File: config.mk
export PLATFORM = sky130hd
export DESIGN_NAME = fsps_sequencer
export DESIGN_NICKNAME = d
export VERILOG_FILES = /design/src/fsps_pkg.sv /design/src/fsps_op_timer.sv /design/src/fsps_page_buf.sv /design/src/fsps_sequencer.sv
export SDC_FILE = /design/constraint.sdc
export NUM_CORES = 1
export LEC_CHECK = 0
export ABC_AREA = 0
export BUFFER_PORTS_ARGS = -buffer_cell sky130_fd_sc_hd__buf_2
export CAP_MARGIN = 20
export CORE_ASPECT_RATIO = 1.25
export CORE_MARGIN = 3
export CORE_UTILIZATION = 55
export DETAILED_ROUTE_END_ITERATION = 10
export PLACE_DENSITY = 0.72
export SETUP_SLACK_MARGIN = 0.2
export SYNTH_ARGS = -nofsm -noshare
export SYNTH_HDL_FRONTEND = slang
export SYNTH_SLANG_ARGS = --single-unit
File: constraint.sdc
create_clock -name i_clk -period 3.5 [get_ports i_clk]
set_input_delay 0.175 -clock i_clk [delete_from_list [all_inputs] [get_ports i_clk]]
set_output_delay 0.175 -clock i_clk [all_outputs]
set_load 0.02 [all_outputs]
File: src/fsps_pkg.sv
package fsps_pkg;
  // Control register layout (low byte of the program store control register)
  localparam int CTRL_W = 8;
  localparam int BIT_ENABLE = 0;
  localparam int BIT_ERASE = 1;
  localparam int BIT_WRITE = 2;
  localparam int BIT_CLEAR = 4;
  localparam logic [7:0] CMD_LOAD = 8'h01;
  localparam logic [7:0] CMD_ERASE = 8'h03;
  localparam logic [7:0] CMD_WRITE = 8'h05;
  localparam logic [7:0] CTRL_RESET = 8'h00;
  localparam logic [7:0] CTRL_RD_MASK = 8'h17;
  // Register index on the plain port
  localparam logic [1:0] ADDR_CTRL = 2'h0;
  localparam logic [1:0] ADDR_STATUS = 2'h1;
  // Arming window in clock cycles
  localparam int ARM_CYCLES = 4;
  // Flash operation timing
  localparam int CLK_HZ = 20000000;
  localparam int OP_MIN_US = 3700;
  localparam int OP_MAX_US = 4500;
  localparam int OP_MIN_CYC = (OP_MIN_US * (CLK_HZ / 1000000));
  localparam int OP_MAX_CYC = (OP_MAX_US * (CLK_HZ / 1000000));
  // Chosen programming time lies between the two bounds
  localparam int OP_CYC = (OP_MIN_CYC + OP_MAX_CYC) / 2;
  typedef enum logic [2:0] {
    FSPS_IDLE = 3'b001,
    FSPS_ERASE = 3'b010,
    FSPS_WRITE = 3'b100
  } fsps_state_e;
endpackage : fsps_pkg

File: src/fsps_op_timer.sv
`timescale 1ns/1ns
`default_nettype none
module fsps_op_timer #(
  parameter int CYCLES = 82000
) (
  // Clock and reset
  input wire logic i_clk,
  input wire logic i_rst_n,
  // Control
  input wire logic i_start,
  // Status
  output logic o_busy,
  output logic o_done
);
  initial begin
    if (CYCLES < 2) $error("fsps_op_timer: CYCLES too small");
  end
  localparam int CW = $clog2(CYCLES + 1);
  logic [CW-1:0] cnt_reg;
  always_ff @(posedge i_clk or negedge i_rst_n) begin
    if (!i_rst_n) begin
      cnt_reg <= '0;
      o_busy <= 1'b0;
      o_done <= 1'b0;
    end else begin
      o_done <= 1'b0;
      if (i_start && !o_busy) begin
        cnt_reg <= CW'(CYCLES - 1);
        o_busy <= 1'b1;
      end else if (o_busy) begin
        if (cnt_reg == '0) begin
          o_busy <= 1'b0;
          o_done <= 1'b1;
        end else begin
          cnt_reg <= cnt_reg - 1'b1;
        end
      end
    end
  end
endmodule : fsps_op_timer
`default_nettype wire

File: src/fsps_page_buf.sv
`timescale 1ns/1ns
`default_nettype none
module fsps_page_buf #(
  parameter int WORDS = 32,
  parameter int AW = 5
) (
  // Clock and reset
  input wire logic i_clk,
  input wire logic i_rst_n,
  // Control
  input wire logic i_clear,
  input wire logic i_load,
  input wire logic [AW-1:0] i_word_addr,
  input wire logic [15:0] i_data,
  input wire logic [AW-1:0] i_rd_addr,
  // Readout
  output logic [15:0] o_rd_data,
  output logic o_any_loaded
);
  initial begin
    if (WORDS != (1 << AW)) $error("fsps_page_buf: WORDS must be 2**AW");
  end
  // Erased flash words read all ones, so the cleared buffer holds ones
  logic [15:0] mem_reg [WORDS];
  logic [WORDS-1:0] valid_reg;
  genvar g;
  generate
    for (g = 0; g < WORDS; g++) begin : g_word
      always_ff @(posedge i_clk or negedge i_rst_n) begin
        if (!i_rst_n) begin
          mem_reg[g] <= 16'hFFFF;
          valid_reg[g] <= 1'b0;
        end else if (i_clear) begin
          mem_reg[g] <= 16'hFFFF;
          valid_reg[g] <= 1'b0;
        end else if (i_load && (i_word_addr == AW'(g))) begin
          // Random order loading is fine; a repeat load merges by AND
          mem_reg[g] <= mem_reg[g] & i_data;
          valid_reg[g] <= 1'b1;
        end
      end
    end
  endgenerate
  assign o_rd_data = mem_reg[i_rd_addr];
  assign o_any_loaded = |valid_reg;
endmodule : fsps_page_buf
`default_nettype wire

File: src/fsps_sequencer.sv
// The implementer's own choices: the address-and-strobe port and the register addresses.
`timescale 1ns/1ns
`default_nettype none
// Operation
// - Store-program instruction ignored unless enable fuse reads zero.
// - Program memory is written one whole page from the buffer.
// - One word loads per instruction, before erase or between erase and write.
// - Buffer words may be loaded in any order.
// - Control value 03 plus instruction within four cycles starts page erase.
// - Erase uses only the page field of the pointer.
// - CPU halted for the whole erase.
// - Control value 01 plus instruction within four cycles loads one word.
// - Word-in-page field selects the buffer word loaded.
// - Buffer clears after page write, on clear bit, and on reset.
// - Data EEPROM write during page loading discards loaded words.
// - Control value 05 plus instruction within four cycles starts page write.
// - CPU halted for the whole page write.
// - Armed command clears on completion or after four idle cycles.
// - Programming requests blocked while data EEPROM write runs.
// - Erase and write each last between 3.7 ms and 4.5 ms.
module fsps_sequencer
  import fsps_pkg::*;
#(
  parameter int WORD_BITS = 5,
  parameter int PAGE_BITS = 7,
  parameter int OP_CYCLES = fsps_pkg::OP_CYC
) (
  // Clock and reset
  input wire logic i_clk,
  input wire logic i_rst_n,
  // Fuse and system status
  input wire logic i_self_program_enable,
  input wire logic i_eeprom_busy,
  // Register port
  input wire logic [1:0] i_addr,
  input wire logic [7:0] i_wdata,
  input wire logic i_wr,
  input wire logic i_rd,
  output logic [7:0] o_rdata,
  // CPU instruction side
  input wire logic i_store_program_instr,
  input wire logic [PAGE_BITS+WORD_BITS:0] i_pointer,
  input wire logic [15:0] i_load_data_pair,
  output logic o_cpu_halt,
  // Flash array side
  output logic o_flash_erase,
  output logic o_flash_write,
  output logic [PAGE_BITS-1:0] o_flash_page,
  output logic [WORD_BITS-1:0] o_flash_word,
  output logic [15:0] o_flash_data,
  output logic o_flash_we
);
  import fsps_pkg::*;
  localparam int WORDS = 1 << WORD_BITS;
  initial begin
    if (WORD_BITS < 1 || PAGE_BITS < 1) $error("fsps_sequencer: bad field widths");
    // Halt stands one cycle past the timer, so that cycle counts too
    if (OP_CYCLES < OP_MIN_CYC || OP_CYCLES + 1 > OP_MAX_CYC) begin
      $error("fsps_sequencer: operation time outside 3.7 to 4.5 ms");
    end
  end

  // Pointer fields: bit 0 is the byte select, unused for programming
  logic [WORD_BITS-1:0] ptr_word;
  logic [PAGE_BITS-1:0] ptr_page;
  assign ptr_word = i_pointer[WORD_BITS:1];
  assign ptr_page = i_pointer[PAGE_BITS+WORD_BITS:WORD_BITS+1];

  fsps_state_e state_reg;
  logic [CTRL_W-1:0] program_store_control_reg;
  logic [2:0] arm_cnt_reg;
  logic armed;
  logic ctrl_wr;
  logic instr_ok;
  logic do_load;
  logic do_erase;
  logic do_write;
  logic buf_clear;
  logic timer_busy;
  logic timer_done;
  logic timer_start;
  logic any_loaded;
  logic [15:0] buf_rd_data;
  logic [WORD_BITS-1:0] wr_idx_reg;
  logic wr_run_reg;
  logic eeprom_busy_q_reg;

  // Writes are refused while an EEPROM write or a flash operation runs
  assign ctrl_wr = i_wr && (i_addr == ADDR_CTRL) && !i_eeprom_busy && (state_reg == FSPS_IDLE);
  assign armed = program_store_control_reg[BIT_ENABLE] && (arm_cnt_reg != 3'h0);
  assign instr_ok = i_store_program_instr && armed && !i_self_program_enable && !i_eeprom_busy;
  assign do_load = instr_ok && (program_store_control_reg == CMD_LOAD);
  assign do_erase = instr_ok && (program_store_control_reg == CMD_ERASE);
  assign do_write = instr_ok && (program_store_control_reg == CMD_WRITE);
  assign timer_start = do_erase || do_write;

  // Control register and its arming window
  always_ff @(posedge i_clk or negedge i_rst_n) begin
    if (!i_rst_n) begin
      program_store_control_reg <= CTRL_RESET;
      arm_cnt_reg <= 3'h0;
    end else if (ctrl_wr) begin
      // Clear bit is a strobe and never stays set
      program_store_control_reg <= i_wdata & ~(8'h01 << BIT_CLEAR);
      arm_cnt_reg <= 3'(ARM_CYCLES);
    end else if (state_reg != FSPS_IDLE) begin
      if (timer_done) begin
        program_store_control_reg <= CTRL_RESET;
      end
    end else if (do_load) begin
      program_store_control_reg <= CTRL_RESET;
      arm_cnt_reg <= 3'h0;
    end else if (timer_start) begin
      arm_cnt_reg <= 3'h0;
    end else if (arm_cnt_reg != 3'h0) begin
      arm_cnt_reg <= arm_cnt_reg - 3'h1;
      if (arm_cnt_reg == 3'h1) begin
        program_store_control_reg <= CTRL_RESET;
      end
    end
  end

  // Sequencer state
  always_ff @(posedge i_clk or negedge i_rst_n) begin
    if (!i_rst_n) begin
      state_reg <= FSPS_IDLE;
    end else begin
      case (state_reg)
        FSPS_IDLE: begin
          if (do_erase) begin
            state_reg <= FSPS_ERASE;
          end else if (do_write) begin
            state_reg <= FSPS_WRITE;
          end
        end
        FSPS_ERASE: begin
          if (timer_done) begin
            state_reg <= FSPS_IDLE;
          end
        end
        FSPS_WRITE: begin
          if (timer_done) begin
            state_reg <= FSPS_IDLE;
          end
        end
        default: begin
          state_reg <= FSPS_IDLE;
        end
      endcase
    end
  end

  // Whole-page transfer to the array, one word per cycle at write start
  // A run flag ends the burst after the last word, so each word goes out once
  always_ff @(posedge i_clk or negedge i_rst_n) begin
    if (!i_rst_n) begin
      wr_idx_reg <= '0;
      wr_run_reg <= 1'b0;
      o_flash_we <= 1'b0;
      o_flash_word <= '0;
      o_flash_data <= 16'hFFFF;
    end else begin
      o_flash_we <= 1'b0;
      if (do_write) begin
        wr_idx_reg <= '0;
        wr_run_reg <= 1'b1;
      end else if (wr_run_reg && timer_busy) begin
        o_flash_we <= 1'b1;
        o_flash_word <= wr_idx_reg;
        o_flash_data <= buf_rd_data;
        wr_idx_reg <= wr_idx_reg + 1'b1;
        if (wr_idx_reg == WORD_BITS'(WORDS - 1)) begin
          wr_run_reg <= 1'b0;
        end
      end
    end
  end

  // Flash controls and CPU halt come from flops
  always_ff @(posedge i_clk or negedge i_rst_n) begin
    if (!i_rst_n) begin
      o_cpu_halt <= 1'b0;
      o_flash_erase <= 1'b0;
      o_flash_write <= 1'b0;
      o_flash_page <= '0;
    end else begin
      if (timer_start) begin
        o_cpu_halt <= 1'b1;
        o_flash_erase <= do_erase;
        o_flash_write <= do_write;
        o_flash_page <= ptr_page;
      end else if (timer_done) begin
        o_cpu_halt <= 1'b0;
        o_flash_erase <= 1'b0;
        o_flash_write <= 1'b0;
      end
    end
  end

  // EEPROM write start while words are loaded drops them
  always_ff @(posedge i_clk or negedge i_rst_n) begin
    if (!i_rst_n) begin
      eeprom_busy_q_reg <= 1'b0;
    end else begin
      eeprom_busy_q_reg <= i_eeprom_busy;
    end
  end

  assign buf_clear = (state_reg == FSPS_WRITE && timer_done)
    || (ctrl_wr && i_wdata[BIT_CLEAR])
    || (i_eeprom_busy && !eeprom_busy_q_reg && any_loaded);

  fsps_page_buf #(
    .WORDS(WORDS),
    .AW(WORD_BITS)
  ) u_buf (
    .i_clk(i_clk),
    .i_rst_n(i_rst_n),
    .i_clear(buf_clear),
    .i_load(do_load),
    .i_word_addr(ptr_word),
    .i_data(i_load_data_pair),
    .i_rd_addr(wr_idx_reg),
    .o_rd_data(buf_rd_data),
    .o_any_loaded(any_loaded)
  );

  fsps_op_timer #(
    .CYCLES(OP_CYCLES)
  ) u_timer (
    .i_clk(i_clk),
    .i_rst_n(i_rst_n),
    .i_start(timer_start),
    .o_busy(timer_busy),
    .o_done(timer_done)
  );

  // Read data one cycle after the strobe; unmapped reads give zero
  always_ff @(posedge i_clk or negedge i_rst_n) begin
    if (!i_rst_n) begin
      o_rdata <= 8'h00;
    end else if (i_rd) begin
      case (i_addr)
        ADDR_CTRL: o_rdata <= program_store_control_reg & CTRL_RD_MASK;
        ADDR_STATUS: o_rdata <= {5'h00, any_loaded, o_cpu_halt, armed};
        default: o_rdata <= 8'h00;
      endcase
    end else begin
      o_rdata <= 8'h00;
    end
  end
endmodule : fsps_sequencer
`default_nettype wire

==> summary.txt, run 1 <==
Outcome
  – Status: completed

Floorplanning
  – IO Count: 86
  – Initial core utilization: 0.5631
  – Die span in x: 208.1 µm
  – Standard-cell rows: 91
  – Height of the die: 258.6 µm
  – Die area: 53820 µm²
  – Core area: 49870 µm²

Synth
  – Commonest cells in the synthesized netlist: nand2_1 (556), dfstp_2 (529), o21ai_0 (513)
  – Synth unique cells: 67
  – Top-count cell post-synth: nand2_1
  – Post-synth EDFFs: 0
  – Area leader, netlist: dfstp_2
  – Post-synth ARST share: 1.000
  – Flops & latches, synth: 618
  – Syn Inst Count: 2593
  – Share of the synthesized area in the top cell type: 0.4950
  – Ys flop type: dfstp_2
  – Mean Syn Cell Area: 10.83 µm²
  – Sequential area share after synthesis: 0.5743
  – Syn Std Cell Area: 28080 µm²
  – Area contributors post-synth: dfstp_2 (49%), o21ai_0 (9.1%), mux4_2 (8.4%)
  – Synth warn: 0

Worst hold path
  – Hold/Removal Path Class: input port to register
  – Hold Startpoint: i_load_data_pair[15]
  – Hold Crit Endpoint: u_buf.mem_reg[319]$_DFFE_PN1P_
  – Hold Path Stages: 4

Clocking
  – CTS clk-pin slew, worst paths: 0.06 ns
  – CTS Buf Count: 60
  – # clock sinks: 618
  – Max clock buf depth: 3
  – Clock tree root driver cell: clkbuf_16
  – CTS tree: done
  – Post-CTS Resized: 0
  – Worst skew pair latency: 0.62 ns
  – H-tree Lvls: 2

Timing
  – Final Max Tran Viols: 0
  – Setup ws final: 0.6453 ns
  – Normalized max-slew margin: 0.3019
  – Setup TNS Final: 0 ns
  – Slew @ Worst Pin: 1.045 ns
  – Setup violations, final: 0
  – Final min period: 2.855 ns
  – RSZ-0062 raised after global routing: no
  – Clock skew: 0.01437 ns
  – Period Utilization, post-route: 0.8156
  – FMAX: 0.3503 GHz
  – Final Hold Vio Count: 0

Placed design
  – GPL Wtd Cong: 0.7892
  – # placed instances: 3176
  – Input/output buffers: 79
  – DP HPWL: 43.06 mm
  – DP Worst Slack: 0.7323 ns

Setup path
  – Critical Path RT: 4.00 ns
  – Setup crit end kind: register
  – Critical Path AT: 3.36 ns
  – FF-to-FF End: u_buf.mem_reg[393]$_DFFE_PN1P_
  – R2R cell count: 6
  – Register-to-register setup slack: 0.65 ns
  – CP Max Fanout: 57
  – Worst r2r src: program_store_control_reg[6]$_DFFE_PN0P_
  – CP Launch Type: register
  – Crit Path Category: register to register

Finish
  – Fin nets: 2661
  – Largest register FFs: 512
  – Multi-input logic area: 11140 µm²
  – Non-filler cells, final: 3309
  – Share of layout cells above drive strength 1: 0.3577
  – Filler cell count: 3865
  – Core Util, Final: 0.6290
  – Storage cell area: 16140 µm²
  – P&R area growth vs syn: 11.70%

Global route
  – Number of global-route vias before repair: 21426
  – First-pass GRT wire length: 118.0 mm
  – Initial antenna violation count: 5
  – All-Layer GR Usage: 0.2721
  – Largest net degree at the start of global routing: 197
  – GRT overflow: 0

Power
  – PD cells: 843.4 nW/µm²
  – Leakage power: 0.01243 µW
  – Max IR drop VDD: 0.0004420 V

Drt
  – Routed via count: 20850
  – WL/cell: 22.07 µm
  – Post-Route WL: 73.03 mm
  – Vias/cell: 6.301
  – Drt drc: 0
  – Detailed Routing Iterations Pass 1: 6
  – Final ANT Viol Nets: 0
  – DRT iter0 DRCs: 1754

Job
  – Max-Cap Viols: 0
==> where the power goes <==
part           internal, µW  switching, µW
logic                  3270           4140
clock network          4010           2720
registers             11000           1300
total                 18300           8160
==> metrics by stage <==
stage	area (µm²)	power [µW]	hold slack, ns
finish	31370	26450	0.04279
global route	31360	27880	0.05640
detailed placement	29100	19700	0.3569
global placement	29100	19260	0.3592
CTS	31360	26550	0.01657
floorplan	28100	17430	-0.1206
==> area by class of cell <==
cell class	instances	share of cell area
clock inverter	13	0.006781
sequential	618	0.5144
inverter	12	0.001436
timing repair buffer	148	0.03750
tap	651	0.02597
clock buffer	97	0.05872
multi-input combinational	1768	0.3550
antenna	2	0.0001596
==> cells by family (layout without fill, tap and decap cells) <==
kind of cell | Yosys count | after routing | synth area share
AND/OR/NAND/NOR | 882 | 882 | 0.1420
AO/OA/AOI/OAI | 687 | 687 | 0.1367
other | 1 | 7 | 0.0001335
buffers and inverters | 211 | 270 | 0.03039
flip-flops | 618 | 618 | 0.5743
multiplexers | 179 | 179 | 0.1109
XOR/XNOR | 8 | 8 | 0.002495
adder cells (fa/ha/maj) | 7 | 7 | 0.003119
==> cells in the final DEF, fill, tap and decap left out, types with 61 or more instances in the layout <==
cell,count
o21ai_0,513
dfrtp_1,86
dfstp_2,529
nand2_1,556
buf_2,78
nor2_1,77
clkbuf_16,61
mux4_2,105
mux2i_1,67
or2_2,65
==> routing by layer <==
metal,GRT usage,part of all wire,up-vias
met4,0.1031,0.038,4
li1,-,-,9103
met3,0.04226,0.062,182
met2,0.4586,0.50,777
met1,0.3600,0.40,10784
met5,0,0.00031,-
==> how the worst max path moves through the flow <==
stage / startpoint / endpoint / slack (ns) / cells after the start
after floorplan: u_timer.cnt_reg[5]$_DFFE_PN0P_ / u_timer.cnt_reg[10]$_DFFE_PN0P_ / 1.28 / 6
after global placement: program_store_control_reg[6]$_DFFE_PN0P_ / u_buf.mem_reg[400]$_DFFE_PN1P_ / 0.83 / 6
after detailed placement: program_store_control_reg[6]$_DFFE_PN0P_ / u_buf.mem_reg[264]$_DFFE_PN1P_ / 0.73 / 6
after CTS: program_store_control_reg[6]$_DFFE_PN0P_ / u_buf.mem_reg[393]$_DFFE_PN1P_ / 0.67 / 6
after global routing: arm_cnt_reg[0]$_DFFE_PN0P_ / u_buf.mem_reg[477]$_DFFE_PN1P_ / 0.47 / 8
final: program_store_control_reg[6]$_DFFE_PN0P_ / u_buf.mem_reg[393]$_DFFE_PN1P_ / 0.65 / 6
==> critical path, cell delays in order, from the launching register on <==
cell     delay (ns)
dfrtp_1        0.40
nor4b_2        0.42
nand4_1        0.47
or3_2          0.79
buf_12         0.29
o21ai_0        0.26
nand2_1        0.10
==> repair_timing <==
item,CTS,global route
hold buffers,21,0
buffers inserted,0,0
endpoints found under the hold margin,94,0
(Power assumes the default switching activity.)
==> run 2: changes to the inputs <==
==> constraint.sdc (replaced) <==
create_clock -name i_clk -period 2.9 [get_ports i_clk]
set_input_delay 0.145 -clock i_clk [delete_from_list [all_inputs] [get_ports i_clk]]
set_output_delay 0.145 -clock i_clk [all_outputs]
set_load 0.02 [all_outputs]
==> summary.txt, run 2 (synthesis gave the netlist of run 1 again) <==
Floorplanning
  – IO Count: 86
  – Core area: 49870 µm²
  – Standard-cell rows: 91
  – Initial core utilization: 0.5631
  – Die area: 53820 µm²
  – Die span in x: 208.1 µm
  – Height of the die: 258.6 µm

Clocking
  – Clock tree root driver cell: clkbuf_16
  – # clock sinks: 618
  – CTS clk-pin slew, worst paths: 0.06 ns
  – Worst skew pair latency: 0.64 ns
  – Postcts setup bufs: 0
  – CTS tree: done
  – H-tree Lvls: 2
  – Max clock buf depth: 3
  – CTS Buf Count: 60

Setup path
  – CP Launch Type: register
  – Critical Path AT: 3.07 ns
  – Critical Path RT: 3.44 ns
  – Worst path max stage delay: 0.78 ns
  – Crit Path Category: register to register
  – CP Max Fanout: 68
  – Worst Path Buf+Inv: 2
  – Slowest cell on crit path: or4_4
  – Crit path max-delay family: simple AND/OR/NAND/NOR gates
  – Crit path cell chain: inv_1 -> ha_1 -> nand2b_1 -> nand4_1 -> buf_4 -> or4_4 -> o21ai_0 -> nand2_1
  – Setup crit end kind: register

Timing
  – RSZ-0062 raised after global routing: no
  – Setup ws final: 0.3696 ns
  – Final Max Tran Viols: 0
  – FMAX: 0.3952 GHz
  – Period Utilization, post-route: 0.8725
  – Setup violations, final: 0
  – Final Hold Vio Count: 0
  – Normalized max-slew margin: 0.4337
  – Slew @ Worst Pin: 0.8494 ns
  – Clock skew: 0.03267 ns
  – Final min period: 2.530 ns
  – Setup TNS Final: 0 ns

Drt
  – Drt drc: 0
  – Post-Route WL: 74.86 mm
  – Vias/cell: 6.284
  – WL/cell: 22.47 µm
  – Detailed Routing Iterations Pass 1: 5
  – Routed via count: 20938
  – Final ANT Viol Nets: 0
  – DRT iter0 DRCs: 1873

Finish
  – Largest register FFs: 512
  – Share of layout cells above drive strength 1: 0.3638
  – Most frequent cells in the layout: nand2_1 (556), dfstp_2 (529), o21ai_0 (513), mux4_2 (105), dfrtp_1 (86)
  – Design area: 31640 µm²
  – Fin nets: 2687
  – Most common cell after layout, fill and taps aside: nand2_1
  – P&R area growth vs syn: 12.68%

Placed design
  – DP Area: 29370 µm²
  – DP Worst Slack: 0.3573 ns
  – DP HPWL: 44.96 mm
  – GPL Wtd Cong: 0.7950
  – Input/output buffers: 79

Global route
  – First-pass GRT wire length: 119.2 mm
  – Initial antenna violation count: 2
  – GRT overflow: 0
  – All-Layer GR Usage: 0.2769
  – Largest net degree at the start of global routing: 113
  – Number of global-route vias before repair: 21645

Power
  – Max IR drop VDD: 0.0005504 V
  – PD cells: 1012 nW/µm²
  – Leakage power: 0.01258 µW

Job
  – Max-Cap Viols: 0

Worst hold path
  – Hold/Removal Path Class: input port to register

Outcome
  – Status: completed
## run 2: cell types whose count changed in the layout (fill, tap and decap cells not counted), sizes merged, moves of 3 or more
cell	change
bufinv	-3
dlygate4sd3	+5
clkinvlp	+3
buf	+21
inv	+4
clkbuf	-8
## run 2: per-stage QoR
step	hold WS, ns	total power, µW	util	instances
after floorplan	-0.1506	21030	-	2597
after global placement	0.2200	23490	0.5887	3196
after detailed placement	0.2315	24050	0.5889	3197
after CTS	0.002695	32090	0.6340	3331
after global routing	0.04933	33730	0.6345	3331
final	0.04181	32020	0.6345	3332
## run 2: where the power goes
group	internal, µW	total, µW	switching [µW]
registers	13300	14900	1600
logic	4130	9250	5120
clock network	4530	7890	3360
## run 2: metal layers
metal  wire, µm  vias up  GRT usage
met5         26        -          0
met4       2839        4     0.1167
met3       4968      194    0.04165
met2      37710      864     0.4728
met1      29320    10723     0.3563
li1           -     9153          -
## run 2: timing repair
item | 4_1_cts | 5_1_grt
endpoints found under the setup margin | 0 | 35
hold buffers | 26 | 0
endpoints found under the hold margin | 123 | 0
resized for setup | 0 | 4
## run 2: path summary, 6_finish.rpt
check                                             from                               to  depth (start not counted)  slack (ns)
setup reg to reg            arm_cnt_reg[0]$_DFFE_PN0P_   u_buf.mem_reg[206]$_DFFE_PN1P_                          8        0.37
hold / removal                     i_load_data_pair[2]   u_buf.mem_reg[306]$_DFFE_PN1P_                          4        0.04
hold reg to reg            o_flash_word[2]$_DFFE_PN0P_      o_flash_word[2]$_DFFE_PN0P_                          2        0.47
setup / recovery            arm_cnt_reg[0]$_DFFE_PN0P_   u_buf.mem_reg[206]$_DFFE_PN1P_                          8        0.37
min in group asynchronous                      i_rst_n  u_buf.valid_reg[12]$_DFFE_PN0P_                          2        0.16
max in group asynchronous                      i_rst_n    u_buf.mem_reg[23]$_DFFE_PN1P_                          3        1.74
## run 2: layout make-up
type | count | area (µm²)
Antenna cell | 1 | 2.502
Fill cell | 3883 | 18230
Clock inverter | 19 | 191.4
Inverter | 12 | 45.04
Multi-Input combinational cell | 1768 | 11150
Clock buffer | 89 | 1794
Tap cell | 651 | 814.5
Timing Repair Buffer | 174 | 1508
Sequential cell | 618 | 16140
## run 2: tightest hold or removal path: cells and delay by family
family	cells	cell delay, ns
and+or+nand+nor	2	0.22
buffers and inverters	1	0.17
AOI/OAI and AO/OA	1	0.07
